==> src/ccd_pkg.sv <==
// shared constants and types for the instruction execution unit
package ccd_pkg;
    localparam int CLK_MHZ = 250;
    localparam int CYC_CLKS = 4;
    localparam int TICK_W = $clog2(CYC_CLKS);
    localparam int INSTR_W = 14;
    localparam int PC_W = 13;
    localparam int FA_W = 7;
    localparam int K_W = 11;
    localparam int FILE_DEPTH = 128;
    localparam int ADDR_W = 12;
    localparam int OPC_HI = 13;
    localparam int OPC_LO = 11;
    localparam int DEST_BIT = 7;
    localparam int LATCH_W = 5;
    localparam int LATCH_HI = 4;
    localparam int LATCH_LO = 3;
    localparam logic [2:0] OPC_IDLE = 3'h0;
    localparam logic [2:0] OPC_KICK = 3'h1;
    localparam logic [2:0] OPC_CALL = 3'h2;
    localparam logic [2:0] OPC_INV = 3'h3;
    localparam logic [2:0] OPC_REG_CLEAR = 3'h4;
    localparam logic [2:0] OPC_ACCUMULATOR_CLEAR = 3'h5;
    localparam logic [2:0] OPC_DEC = 3'h6;
    localparam logic [2:0] OPC_DSZ = 3'h7;
    localparam logic [ADDR_W-1:0] A_INSTR = 12'h000;
    localparam logic [ADDR_W-1:0] A_STATUS = 12'h004;
    localparam logic [ADDR_W-1:0] A_ACC = 12'h008;
    localparam logic [ADDR_W-1:0] A_PC = 12'h00C;
    localparam logic [ADDR_W-1:0] A_LATCH = 12'h010;
    localparam logic [ADDR_W-1:0] A_CTRL = 12'h014;
    localparam logic [2:0] FILE_SEL = 3'h1;
    localparam int FILE_SEL_LO = 9;
    localparam int FILE_IDX_LO = 2;
    localparam int SB_ZERO = 0;
    localparam int SB_EXPIRY = 1;
    localparam int SB_SLEEP = 2;
    localparam int SB_PEND = 3;
    localparam int SB_BUSY = 4;
    localparam int CB_RUN = 0;
    localparam logic [PC_W-1:0] PC_RST = 13'h0000;
    localparam logic [7:0] ACC_RST = 8'h00;
    localparam logic [7:0] ZERO_BYTE = 8'h00;
    localparam logic FLAG_RST = 1'b1;
    localparam logic [1:0] RESP_OKAY = 2'h0;
    localparam logic [1:0] RESP_SLVERR = 2'h2;
    typedef enum logic [2:0] {OP_IDLE, OP_KICK, OP_CALL, OP_INV, OP_REG_CLEAR, OP_ACCUMULATOR_CLEAR, OP_DEC,
        OP_DSZ} ccd_op_t;
    typedef enum logic [1:0] {ST_EXEC, ST_IDLE_CYCLE, ST_CALL2} ccd_state_t;
endpackage

==> src/ccd_op_if.sv <==
// decoded instruction fields and datapath result between core, decoder and alu
`timescale 1ns/1ps
interface ccd_op_if;
    import ccd_pkg::*;
    logic [INSTR_W-1:0] instr;
    ccd_op_t op;
    logic [FA_W-1:0] fileAddr;
    logic destFile;
    logic [K_W-1:0] callTarget;
    logic [7:0] operand;
    logic [7:0] result;
    logic resultZero;
    modport dec (input instr, output op, fileAddr, destFile, callTarget);
    modport alu (input op, operand, output result, resultZero);
endinterface

==> src/ccd_decode.sv <==
// instruction word decoder
`timescale 1ns/1ps
module ccd_decode
    import ccd_pkg::*;
(
    ccd_op_if.dec bus // instruction in, fields out
);
    always_comb
    begin
        bus.fileAddr = bus.instr[FA_W-1:0];
        bus.destFile = bus.instr[DEST_BIT];
        bus.callTarget = bus.instr[K_W-1:0];
        case (bus.instr[OPC_HI:OPC_LO])
            OPC_KICK: bus.op = OP_KICK;
            OPC_CALL: bus.op = OP_CALL;
            OPC_INV: bus.op = OP_INV;
            OPC_REG_CLEAR: bus.op = OP_REG_CLEAR;
            OPC_ACCUMULATOR_CLEAR: bus.op = OP_ACCUMULATOR_CLEAR;
            OPC_DEC: bus.op = OP_DEC;
            OPC_DSZ: bus.op = OP_DSZ;
            default: bus.op = OP_IDLE;
        endcase
    end
endmodule

==> src/ccd_alu.sv <==
// result and zero detect for the register instructions
`timescale 1ns/1ps
module ccd_alu
    import ccd_pkg::*;
(
    ccd_op_if.alu bus // operation and operand in, result out
);
    always_comb
    begin
        case (bus.op)
            OP_INV: bus.result = ~bus.operand;
            OP_DEC: bus.result = bus.operand - 8'h01;
            OP_DSZ: bus.result = bus.operand - 8'h01;
            OP_REG_CLEAR: bus.result = ZERO_BYTE;
            OP_ACCUMULATOR_CLEAR: bus.result = ZERO_BYTE;
            default: bus.result = bus.operand;
        endcase
        bus.resultZero = (bus.result == ZERO_BYTE);
    end
endmodule

==> src/ccd_core.sv <==
// instruction execution unit with register access over axi4-lite
// Functional notes
// - Watchdog kick zeroes watchdog counter and prescaler.
// - Watchdog kick sets expiry and sleep flags.
// - Call pushes program counter plus one.
// - Call loads 11-bit target into low PC.
// - Call fills PC 12:11 from latch 4:3.
// - Call takes two cycles, flags untouched.
// - Destination bit picks accumulator or file register.
// - Invert complements register, updates zero flag.
// - Register clear writes zero, sets zero flag.
// - Accumulator clear writes zero, sets zero flag.
// - Decrement subtracts one, updates zero flag.
// - Decrement-skip subtracts one, flags untouched.
// - Zero result discards next, runs idle cycle.
// - Nonzero result continues without idle cycle.
`timescale 1ns/1ps
module ccd_core
    import ccd_pkg::*;
(
    input wire logic clk, // core clock
    input wire logic rst, // async reset, active high
    input wire logic [ADDR_W-1:0] s_axi_awaddr, // write address
    input wire logic s_axi_awvalid, // write address valid
    output logic s_axi_awready, // write address ready
    input wire logic [31:0] s_axi_wdata, // write data
    input wire logic [3:0] s_axi_wstrb, // write byte enables
    input wire logic s_axi_wvalid, // write data valid
    output logic s_axi_wready, // write data ready
    output logic [1:0] s_axi_bresp, // write response
    output logic s_axi_bvalid, // write response valid
    input wire logic s_axi_bready, // write response ready
    input wire logic [ADDR_W-1:0] s_axi_araddr, // read address
    input wire logic s_axi_arvalid, // read address valid
    output logic s_axi_arready, // read address ready
    output logic [31:0] s_axi_rdata, // read data
    output logic [1:0] s_axi_rresp, // read response
    output logic s_axi_rvalid, // read data valid
    input wire logic s_axi_rready, // read data ready
    output logic watchdogKick, // pulse: clear watchdog counter and prescaler
    output logic stackPush, // pulse: push stackTop onto return stack
    output logic [PC_W-1:0] stackTop // return address to push
);
    ccd_op_if opBus ();

    ccd_decode uDec (
        .bus(opBus)
    );

    ccd_alu uAlu (
        .bus(opBus)
    );

    logic [TICK_W-1:0] tickCnt_r;
    logic runEn_r;
    logic tick;
    ccd_state_t state_r;
    logic pendValid_r;
    logic [INSTR_W-1:0] pendInstr_r;
    logic [PC_W-1:0] pc_r;
    logic [LATCH_W-1:0] pcHighLatch_r;
    logic [7:0] acc_r;
    logic zeroFlag_r;
    logic expiryFlag_r;
    logic sleepFlag_r;
    logic [7:0] fileMem [0:FILE_DEPTH-1];
    logic execNow;
    logic dropNow;
    logic isRegOp;
    logic writesAcc;
    logic writesFile;
    logic awHeld_r;
    logic wHeld_r;
    logic [ADDR_W-1:0] awAddr_r;
    logic [31:0] wData_r;
    logic [3:0] wStrb_r;
    logic doWrite;
    logic wrFileHit;
    logic wrMapped;
    logic [FA_W-1:0] wrIdx;
    logic [31:0] wrMerged;
    logic [31:0] rdData;
    logic [1:0] rdResp;
    logic [FA_W-1:0] rdIdx;

    function automatic logic [31:0] mergeStrb(input logic [31:0] oldV, input logic [31:0] newV,
        input logic [3:0] strb);
        logic [31:0] res;
        res = oldV;
        for (int i = 0; i < 4; i++)
        begin
            if (strb[i])
            begin
                res[i*8 +: 8] = newV[i*8 +: 8];
            end
        end
        return res;
    endfunction

    // instruction-cycle enable; stops while software holds the core off
    assign tick = runEn_r && (tickCnt_r == TICK_W'(CYC_CLKS - 1));

    always_ff @(posedge clk or posedge rst)
    begin
        if (rst)
            tickCnt_r <= '0;
        else if (!runEn_r || tick)
            tickCnt_r <= '0;
        else
            tickCnt_r <= tickCnt_r + TICK_W'(1);
    end

    assign opBus.instr = pendInstr_r;
    assign opBus.operand = fileMem[opBus.fileAddr];
    assign execNow = tick && (state_r == ST_EXEC) && pendValid_r;
    assign dropNow = tick && (state_r != ST_EXEC);
    assign isRegOp = (opBus.op == OP_INV) || (opBus.op == OP_DEC) || (opBus.op == OP_DSZ);
    assign writesAcc = execNow && ((isRegOp && !opBus.destFile) || opBus.op == OP_ACCUMULATOR_CLEAR);
    assign writesFile = execNow && ((isRegOp && opBus.destFile) || opBus.op == OP_REG_CLEAR);

    // sequencing: call and a taken skip each own a second instruction cycle
    always_ff @(posedge clk or posedge rst)
    begin
        if (rst)
            state_r <= ST_EXEC;
        else if (execNow)
        begin
            case (opBus.op)
                OP_CALL: state_r <= ST_CALL2;
                OP_DSZ: state_r <= opBus.resultZero ? ST_IDLE_CYCLE : ST_EXEC;
                default: state_r <= ST_EXEC;
            endcase
        end
        else if (dropNow)
            state_r <= ST_EXEC;
    end

    // the word pending during a second cycle is the prefetched one and is thrown away
    always_ff @(posedge clk or posedge rst)
    begin
        if (rst)
        begin
            pendValid_r <= 1'b0;
            pendInstr_r <= '0;
        end
        else if (doWrite && awAddr_r == A_INSTR && !pendValid_r)
        begin
            pendValid_r <= 1'b1;
            pendInstr_r <= wrMerged[INSTR_W-1:0];
        end
        else if (execNow || dropNow)
            pendValid_r <= 1'b0;
    end

    always_ff @(posedge clk or posedge rst)
    begin
        if (rst)
            pc_r <= PC_RST;
        else if (execNow && opBus.op == OP_CALL)
            pc_r <= {pcHighLatch_r[LATCH_HI:LATCH_LO], opBus.callTarget};
        else if (execNow)
            pc_r <= pc_r + PC_W'(1);
        else if (dropNow && state_r == ST_IDLE_CYCLE)
            pc_r <= pc_r + PC_W'(1);
        else if (doWrite && awAddr_r == A_PC)
            pc_r <= wrMerged[PC_W-1:0];
    end

    always_ff @(posedge clk or posedge rst)
    begin
        if (rst)
            pcHighLatch_r <= '0;
        else if (doWrite && awAddr_r == A_LATCH)
            pcHighLatch_r <= wrMerged[LATCH_W-1:0];
    end

    always_ff @(posedge clk or posedge rst)
    begin
        if (rst)
            runEn_r <= 1'b0;
        else if (doWrite && awAddr_r == A_CTRL)
            runEn_r <= wrMerged[CB_RUN];
    end

    always_ff @(posedge clk or posedge rst)
    begin
        if (rst)
        begin
            stackPush <= 1'b0;
            stackTop <= PC_RST;
        end
        else
        begin
            stackPush <= execNow && opBus.op == OP_CALL;
            if (execNow && opBus.op == OP_CALL)
                stackTop <= pc_r + PC_W'(1);
        end
    end

    always_ff @(posedge clk or posedge rst)
    begin
        if (rst)
            watchdogKick <= 1'b0;
        else
            watchdogKick <= execNow && opBus.op == OP_KICK;
    end

    // an instruction result beats a software write landing in the same cycle
    always_ff @(posedge clk or posedge rst)
    begin
        if (rst)
            acc_r <= ACC_RST;
        else if (writesAcc)
            acc_r <= opBus.result;
        else if (doWrite && awAddr_r == A_ACC)
            acc_r <= wrMerged[7:0];
    end

    always_ff @(posedge clk)
    begin
        if (writesFile)
            fileMem[opBus.fileAddr] <= opBus.result;
        else if (doWrite && wrFileHit)
            fileMem[wrIdx] <= wrMerged[7:0];
    end

    // call and decrement-skip leave every flag alone
    always_ff @(posedge clk or posedge rst)
    begin
        if (rst)
        begin
            zeroFlag_r <= 1'b0;
            expiryFlag_r <= FLAG_RST;
            sleepFlag_r <= FLAG_RST;
        end
        else if (execNow && opBus.op == OP_KICK)
        begin
            expiryFlag_r <= 1'b1;
            sleepFlag_r <= 1'b1;
        end
        else if (execNow && (opBus.op == OP_REG_CLEAR || opBus.op == OP_ACCUMULATOR_CLEAR))
            zeroFlag_r <= 1'b1;
        else if (execNow && (opBus.op == OP_INV || opBus.op == OP_DEC))
            zeroFlag_r <= opBus.resultZero;
        else if (doWrite && awAddr_r == A_STATUS && !execNow)
        begin
            zeroFlag_r <= wrMerged[SB_ZERO];
            expiryFlag_r <= wrMerged[SB_EXPIRY];
            sleepFlag_r <= wrMerged[SB_SLEEP];
        end
    end

    // write channel: address and data are taken in either order, answered once both held
    assign doWrite = awHeld_r && wHeld_r && !s_axi_bvalid;
    assign wrFileHit = (awAddr_r[ADDR_W-1:FILE_SEL_LO] == FILE_SEL) && (awAddr_r[1:0] == 2'h0);
    assign wrIdx = awAddr_r[FILE_SEL_LO-1:FILE_IDX_LO];
    assign wrMapped = wrFileHit || awAddr_r == A_INSTR || awAddr_r == A_STATUS
        || awAddr_r == A_ACC || awAddr_r == A_PC || awAddr_r == A_LATCH || awAddr_r == A_CTRL;
    assign wrMerged = mergeStrb(32'h0000_0000, wData_r, wStrb_r);

    always_ff @(posedge clk or posedge rst)
    begin
        if (rst)
        begin
            awHeld_r <= 1'b0;
            s_axi_awready <= 1'b0;
            awAddr_r <= '0;
        end
        else
        begin
            if (s_axi_awvalid && s_axi_awready)
            begin
                awHeld_r <= 1'b1;
                awAddr_r <= s_axi_awaddr;
            end
            else if (doWrite)
                awHeld_r <= 1'b0;
            s_axi_awready <= !(s_axi_awvalid && s_axi_awready) && (!awHeld_r || doWrite);
        end
    end

    always_ff @(posedge clk or posedge rst)
    begin
        if (rst)
        begin
            wHeld_r <= 1'b0;
            s_axi_wready <= 1'b0;
            wData_r <= '0;
            wStrb_r <= '0;
        end
        else
        begin
            if (s_axi_wvalid && s_axi_wready)
            begin
                wHeld_r <= 1'b1;
                wData_r <= s_axi_wdata;
                wStrb_r <= s_axi_wstrb;
            end
            else if (doWrite)
                wHeld_r <= 1'b0;
            s_axi_wready <= !(s_axi_wvalid && s_axi_wready) && (!wHeld_r || doWrite);
        end
    end

    always_ff @(posedge clk or posedge rst)
    begin
        if (rst)
        begin
            s_axi_bvalid <= 1'b0;
            s_axi_bresp <= RESP_OKAY;
        end
        else if (doWrite)
        begin
            s_axi_bvalid <= 1'b1;
            s_axi_bresp <= wrMapped ? RESP_OKAY : RESP_SLVERR;
        end
        else if (s_axi_bready)
            s_axi_bvalid <= 1'b0;
    end

    // read channel: one cycle from address taken to data valid
    assign rdIdx = s_axi_araddr[FILE_SEL_LO-1:FILE_IDX_LO];

    always_comb
    begin
        rdData = 32'h0000_0000;
        rdResp = RESP_OKAY;
        if (s_axi_araddr[ADDR_W-1:FILE_SEL_LO] == FILE_SEL && s_axi_araddr[1:0] == 2'h0)
            rdData = 32'(fileMem[rdIdx]);
        else
        begin
            case (s_axi_araddr)
                A_INSTR: rdData = 32'(pendInstr_r);
                A_STATUS: rdData = 32'({state_r != ST_EXEC, pendValid_r, sleepFlag_r,
                    expiryFlag_r, zeroFlag_r});
                A_ACC: rdData = 32'(acc_r);
                A_PC: rdData = 32'(pc_r);
                A_LATCH: rdData = 32'(pcHighLatch_r);
                A_CTRL: rdData = 32'(runEn_r);
                default: rdResp = RESP_SLVERR;
            endcase
        end
    end

    always_ff @(posedge clk or posedge rst)
    begin
        if (rst)
        begin
            s_axi_arready <= 1'b0;
            s_axi_rvalid <= 1'b0;
            s_axi_rdata <= '0;
            s_axi_rresp <= RESP_OKAY;
        end
        else
        begin
            s_axi_arready <= !(s_axi_arvalid && s_axi_arready) && (!s_axi_rvalid || s_axi_rready);
            if (s_axi_arvalid && s_axi_arready)
            begin
                s_axi_rvalid <= 1'b1;
                s_axi_rdata <= rdData;
                s_axi_rresp <= rdResp;
            end
            else if (s_axi_rready)
                s_axi_rvalid <= 1'b0;
        end
    end
endmodule

==> config.mk <==
export PLATFORM = sky130hd
export DESIGN_NAME = ccd_core
export DESIGN_NICKNAME = d
export VERILOG_FILES = /design/src/ccd_pkg.sv /design/src/ccd_op_if.sv /design/src/ccd_decode.sv /design/src/ccd_alu.sv /design/src/ccd_core.sv
export SDC_FILE = /design/constraint.sdc
export NUM_CORES = 2
export LEC_CHECK = 0
export BUFFER_PORTS_ARGS = -buffer_cell sky130_fd_sc_hd__buf_2
export CAP_MARGIN = 20
export CELL_PAD_IN_SITES_DETAIL_PLACEMENT = 0
export CELL_PAD_IN_SITES_GLOBAL_PLACEMENT = 1
export CORE_MARGIN = 5
export CORE_UTILIZATION = 59
export DETAILED_ROUTE_END_ITERATION = 6
export GPL_TIMING_DRIVEN = 1
export PLACE_DENSITY = 0.9
export SLEW_MARGIN = 20
export SYNTH_ARGS = -nofsm -noshare
export SYNTH_HDL_FRONTEND = slang
export SYNTH_HIERARCHICAL = 1
export SYNTH_SLANG_ARGS = --single-unit
==> constraint.sdc <==
create_clock -name clk -period 15.9 [get_ports clk]
set_input_delay 3.18 -clock clk [delete_from_list [all_inputs] [get_ports clk]]
set_output_delay 3.18 -clock clk [all_outputs]
set_load 0.02 [all_outputs]
==> impl_metrics.prom <==
# TYPE chip_impl_metric gauge
chip_impl_metric{name="postSynthRegisterBits",unit=""} 1139
chip_impl_metric{name="max_slew_margin",unit="%"} 19.04
chip_impl_metric{name="remaining_drc_errors",unit=""} 0
chip_impl_metric{name="synth_compound_gate_area_share",unit="%"} 5.395
chip_impl_metric{name="syn-cell-area",unit="um^2"} 54570
chip_impl_metric{name="firstDrtPassIters",unit=""} 6
chip_impl_metric{name="layout.core_utilization",unit="%"} 64.79
chip_impl_metric{name="nNetsFinal",unit=""} 3243
chip_impl_metric{name="min_path_cells",unit=""} 1
chip_impl_metric{name="fin_worst_skew",unit="ps"} 27.99
chip_impl_metric{name="syn_avg_cell_area",unit="um^2"} 17.13
chip_impl_metric{name="timing_worst_slew_pin_value",unit="ps"} 1210
chip_impl_info{name="crit_path_start_kind",value="flip-flop"} 1
chip_impl_metric{name="async_reset_ff_share",unit="%"} 10.10
chip_impl_metric{name="fraction_of_the_mapped_netlist_area_in_adder_cells",unit="%"} 0.06878
chip_impl_metric{name="synth-warning-count",unit=""} 6
chip_impl_metric{name="path_depth_of_the_worst_reg2reg_path",unit=""} 18
chip_impl_metric{name="dp_hpwl",unit="um"} 103100
chip_impl_metric{name="globalRouteTotalUtil",unit="%"} 32.64
chip_impl_metric{name="number_of_antenna_violations_at_the_first_check_in_global_routing",unit=""} 7
chip_impl_metric{name="p_per_area",unit="nW/um^2"} 109.6
chip_impl_metric{name="detailroute.via_count",unit=""} 33723
chip_impl_info{name="worst_r2r_startpoint",value="opBus.instr[0]"} 1
chip_impl_metric{name="layout_overhead_on_the_synthesized_area",unit="%"} 8.987
chip_impl_info{name="min-delay-path-class",value="reg -> reg"} 1
chip_impl_info{name="whs_endpoint",value="tickCnt_r[0]"} 1
chip_impl_metric{name="timing.final.setup_violations",unit=""} 0
chip_impl_metric{name="post_cts.repair.setup_buffers",unit=""} 0
chip_impl_metric{name="fin_setup_tns",unit="ps"} 0
chip_impl_metric{name="worst_skew_pair.late_latency",unit="ps"} 710
chip_impl_info{name="largest_family_of_logic_cells_by_synthesized_area",value="multiplexers"} 1
chip_impl_metric{name="synth-xor-area-share",unit="%"} 0.2889
chip_impl_info{name="tritoncts_clock_tree",value="done"} 1
chip_impl_metric{name="place.port_buffers",unit=""} 82
chip_impl_metric{name="placement_rows",unit=""} 111
chip_impl_metric{name="cts_hold_buf",unit=""} 0
chip_impl_metric{name="clock_sinks",unit=""} 1139
chip_impl_metric{name="final.hold.worst_slack",unit="ps"} 429.4
chip_impl_metric{name="crit_arrival",unit="ps"} 8190
chip_impl_metric{name="die-area",unit="um^2"} 98680
chip_impl_metric{name="cts_inserted_buffers",unit=""} 110
chip_impl_metric{name="number_of_pins_exceeding_their_max_slew_limit_in_the_final_report",unit=""} 0
chip_impl_info{name="synth_ff_type",value="sky130_fd_sc_hd__edfxtp_1"} 1
chip_impl_metric{name="avgViaCountPerCell",unit=""} 7.486
chip_impl_metric{name="via_count_of_the_first_global_routing_pass",unit=""} 33378
chip_impl_metric{name="floorplan.die.height",unit="um"} 314.1
chip_impl_metric{name="netlist_instances",unit=""} 3185
chip_impl_info{name="cts.root.buffer_cell",value="sky130_fd_sc_hd__clkbuf_16"} 1
chip_impl_metric{name="sequential_share_of_the_synthesized_area",unit="%"} 61.62
chip_impl_metric{name="cts_buffer_depth",unit=""} 3
chip_impl_metric{name="io-pin-count",unit=""} 123
chip_impl_metric{name="place.gp.congestion",unit=""} 0.9885
chip_impl_metric{name="max_cap_viol_count",unit=""} 0
chip_impl_metric{name="drt-initial-drc-count",unit=""} 5558
chip_impl_metric{name="nFillCells",unit=""} 5978
chip_impl_info{name="timing.setup.critical_path_class",value="reg -> reg"} 1
chip_impl_info{name="worstSetupEndpointType",value="flip-flop"} 1
chip_impl_metric{name="final-hold-violation-count",unit=""} 0
chip_impl_metric{name="ant_nets",unit=""} 0
chip_impl_metric{name="avgRoutedWirePerCell",unit="um"} 35.83
chip_impl_metric{name="max_freq",unit="GHz"} 0.1281
chip_impl_metric{name="starting_utilization_of_the_core_area",unit="%"} 59.45
chip_impl_metric{name="grt_start_max_net_pins",unit=""} 111
chip_impl_metric{name="post_synth_mux_area_share",unit="%"} 25.04
chip_impl_metric{name="floorplan.die.width",unit="um"} 314.1
chip_impl_metric{name="peakVddDrop",unit="uV"} 77.04
chip_impl_metric{name="finalCriticalPeriod",unit="ps"} 7805
chip_impl_info{name="hp-start",value="tickCnt_r[0]"} 1
chip_impl_info{name="unrepaired_setup_endpoints_after_global_routing",value="no"} 1
chip_impl_metric{name="edff_count_synth",unit=""} 1024
chip_impl_metric{name="required",unit="ps"} 16280
chip_impl_metric{name="worst-r2r-setup-slack",unit="ps"} 8100
chip_impl_metric{name="grt_pass1_wl",unit="um"} 234100
chip_impl_metric{name="design.core.area",unit="um^2"} 91800
chip_impl_metric{name="cts_htree_levels",unit=""} 3
chip_impl_metric{name="synth_simple_gate_area_share",unit="%"} 4.769
chip_impl_metric{name="clkTransAtPathRegs",unit="ps"} 70
chip_impl_metric{name="crit_path_max_fanout",unit=""} 95
chip_impl_metric{name="layout_worst_path_cycle_share",unit="%"} 49.09
chip_impl_metric{name="wirelength",unit="um"} 161400
chip_impl_metric{name="fraction_of_layout_cells_with_a_size_suffix_above_1",unit="%"} 27.61
chip_impl_metric{name="post_synth_num_cell_types",unit=""} 82
chip_impl_info{name="reg2reg_to",value="fileMem[30][6]"} 1
chip_impl_metric{name="global_route.overflow_total",unit=""} 0
chip_impl_metric{name="ctsResizeCount",unit=""} 0
chip_impl_info{name="run_status",value="finished clean"} 1
chip_impl_metric{name="p_leak",unit="nW"} 18.78
==> layout make-up <==
| type | count | area [um^2] | area share [%] |
|---|---|---|---|
| antenna | 2 | 5.005 | 0.008415 |
| clock buffer | 147 | 2985 | 5.019 |
| clock inverter | 52 | 524.3 | 0.8814 |
| inverter | 34 | 130.1 | 0.2188 |
| multi-input combinational | 1749 | 19700 | 33.13 |
| sequential | 1139 | 33640 | 56.57 |
| tap | 1243 | 1555 | 2.615 |
| timing repair buffer | 139 | 928.4 | 1.561 |
==> metal layers <==
metal	track usage, %	vias to the layer above	part of all wire, %
li1	-	13089	-
met1	44.42	17107	34
met2	49.67	2910	45
met3	9.565	609	15
met4	15.06	8	6.3
met5	0	-	0.031
==> report_power, final <==
part	total, mW	switching [mW]	leakage, nW	internal (mW)
sequential	3.40	0.0753	10.7	3.33
combinational	0.522	0.345	6.37	0.177
clock	2.60	1.12	1.71	1.47
total	6.52	1.54	18.8	4.98
==> registers in the layout (all words and copies together), names as in the netlist, 5 cells and up <==
register       flops
pcHighLatch_r      5
s_axi_rdata       14
acc_r              8
pc_r              13
wData_r           14
opBus.instr       14
awAddr_r          12
fileMem         1024
stackTop          13
==> worst max-delay path by stage <==
stage                     slack [ps]             from  cells past startpoint             end
after detailed placement        7960  s_axi_araddr[2]                      9  s_axi_rdata[3]
after global routing            7710   opBus.instr[0]                     18  fileMem[30][6]
final                           8100   opBus.instr[0]                     18  fileMem[30][6]
after floorplan                 8150  opBus.instr[12]                      7   fileMem[0][0]
after CTS                       8220   opBus.instr[0]                     18  fileMem[12][6]
after global placement          8030  s_axi_araddr[2]                      9  s_axi_rdata[3]
==> critical path, stage by stage (launching register included) <==
cell and delay, ps:
sky130_fd_sc_hd__dfrtp_4 820, sky130_fd_sc_hd__buf_12 600, sky130_fd_sc_hd__buf_4 800, sky130_fd_sc_hd__mux4_2 610, sky130_fd_sc_hd__mux2i_1 520, sky130_fd_sc_hd__a221oi_1 210, sky130_fd_sc_hd__o21ai_0 150, sky130_fd_sc_hd__nand3_1 320
sky130_fd_sc_hd__inv_1 150, sky130_fd_sc_hd__ha_1 210, sky130_fd_sc_hd__or3b_4 430, sky130_fd_sc_hd__or4_1 440, sky130_fd_sc_hd__a21boi_0 180, sky130_fd_sc_hd__o21ai_0 100, sky130_fd_sc_hd__nand2_1 140, sky130_fd_sc_hd__nand2_1 90
sky130_fd_sc_hd__o21ai_4 70, sky130_fd_sc_hd__buf_4 570, sky130_fd_sc_hd__buf_4 720
==> cell usage in the layout, fill, tap and decap left out, drive strengths merged, types with 22 or more instances in the layout <==
master	count
edfxtp	1024
mux4	500
nor2	197
mux2i	192
clkbuf	147
nand2	146
buf	139
dfrtp	113
o21ai	112
a21oi	88
a22oi	76
mux2	43
clkinv	40
nand3	37
inv	34
a221oi	33
a31oi	33
nor3	27
o22ai	22
==> synth_stat cells (all sizes together), types with 4 or more instances <==
cell     count  area share, %
edfxtp    1024             56
mux4       500             21
nor2       197            1.4
mux2i      192            3.5
buf        161            1.7
nand2      146            1.0
clkbuf     121           0.83
dfrtp      113            5.2
o21ai      112            1.1
a21oi       88           0.81
a22oi       76            1.0
mux2        43           0.89
nand3       37           0.34
a221oi      33           0.53
a31oi       33           0.52
inv         33           0.23
nor3        27           0.28
o22ai       22           0.25
a211oi      20           0.28
nor4        20           0.30
nor2b       18           0.21
and3        13           0.15
nand4       13           0.15
and2        12           0.14
xor2        11           0.18
nand2b      10           0.11
a22o         8           0.13
o211ai       7          0.096
xnor2        7           0.11
nor3b        6          0.092
o2111ai      6          0.096
o31ai        6           0.11
or4b         5          0.099
a2111oi      4          0.064
o311ai       4          0.064
or3          4          0.046
==> cell families after synthesis <==
family | Yosys count
DFF | 1139
and+or+nand+nor | 534
adders and majority gates | 3
xor gates and xnor gates | 18
other | 1
AOI/OAI and AO/OA | 439
buffers and inverters | 316
muxes | 735
==> stage by stage <==
| stage | setup WS, ps | power, mW | cells | area, um^2 |
|---|---|---|---|---|
| after floorplan | 8152 | 3.784 | 3204 | 54640 |
| after global placement | 8033 | 3.946 | 4303 | 55930 |
| after detailed placement | 7962 | 3.962 | 4303 | 55930 |
| after CTS | 8223 | 6.504 | 4502 | 59440 |
| after global routing | 7706 | 6.687 | 4503 | 59470 |
| final | 8095 | 6.521 | 4505 | 59480 |
Note: power is estimated with default switching activity, not from simulation.
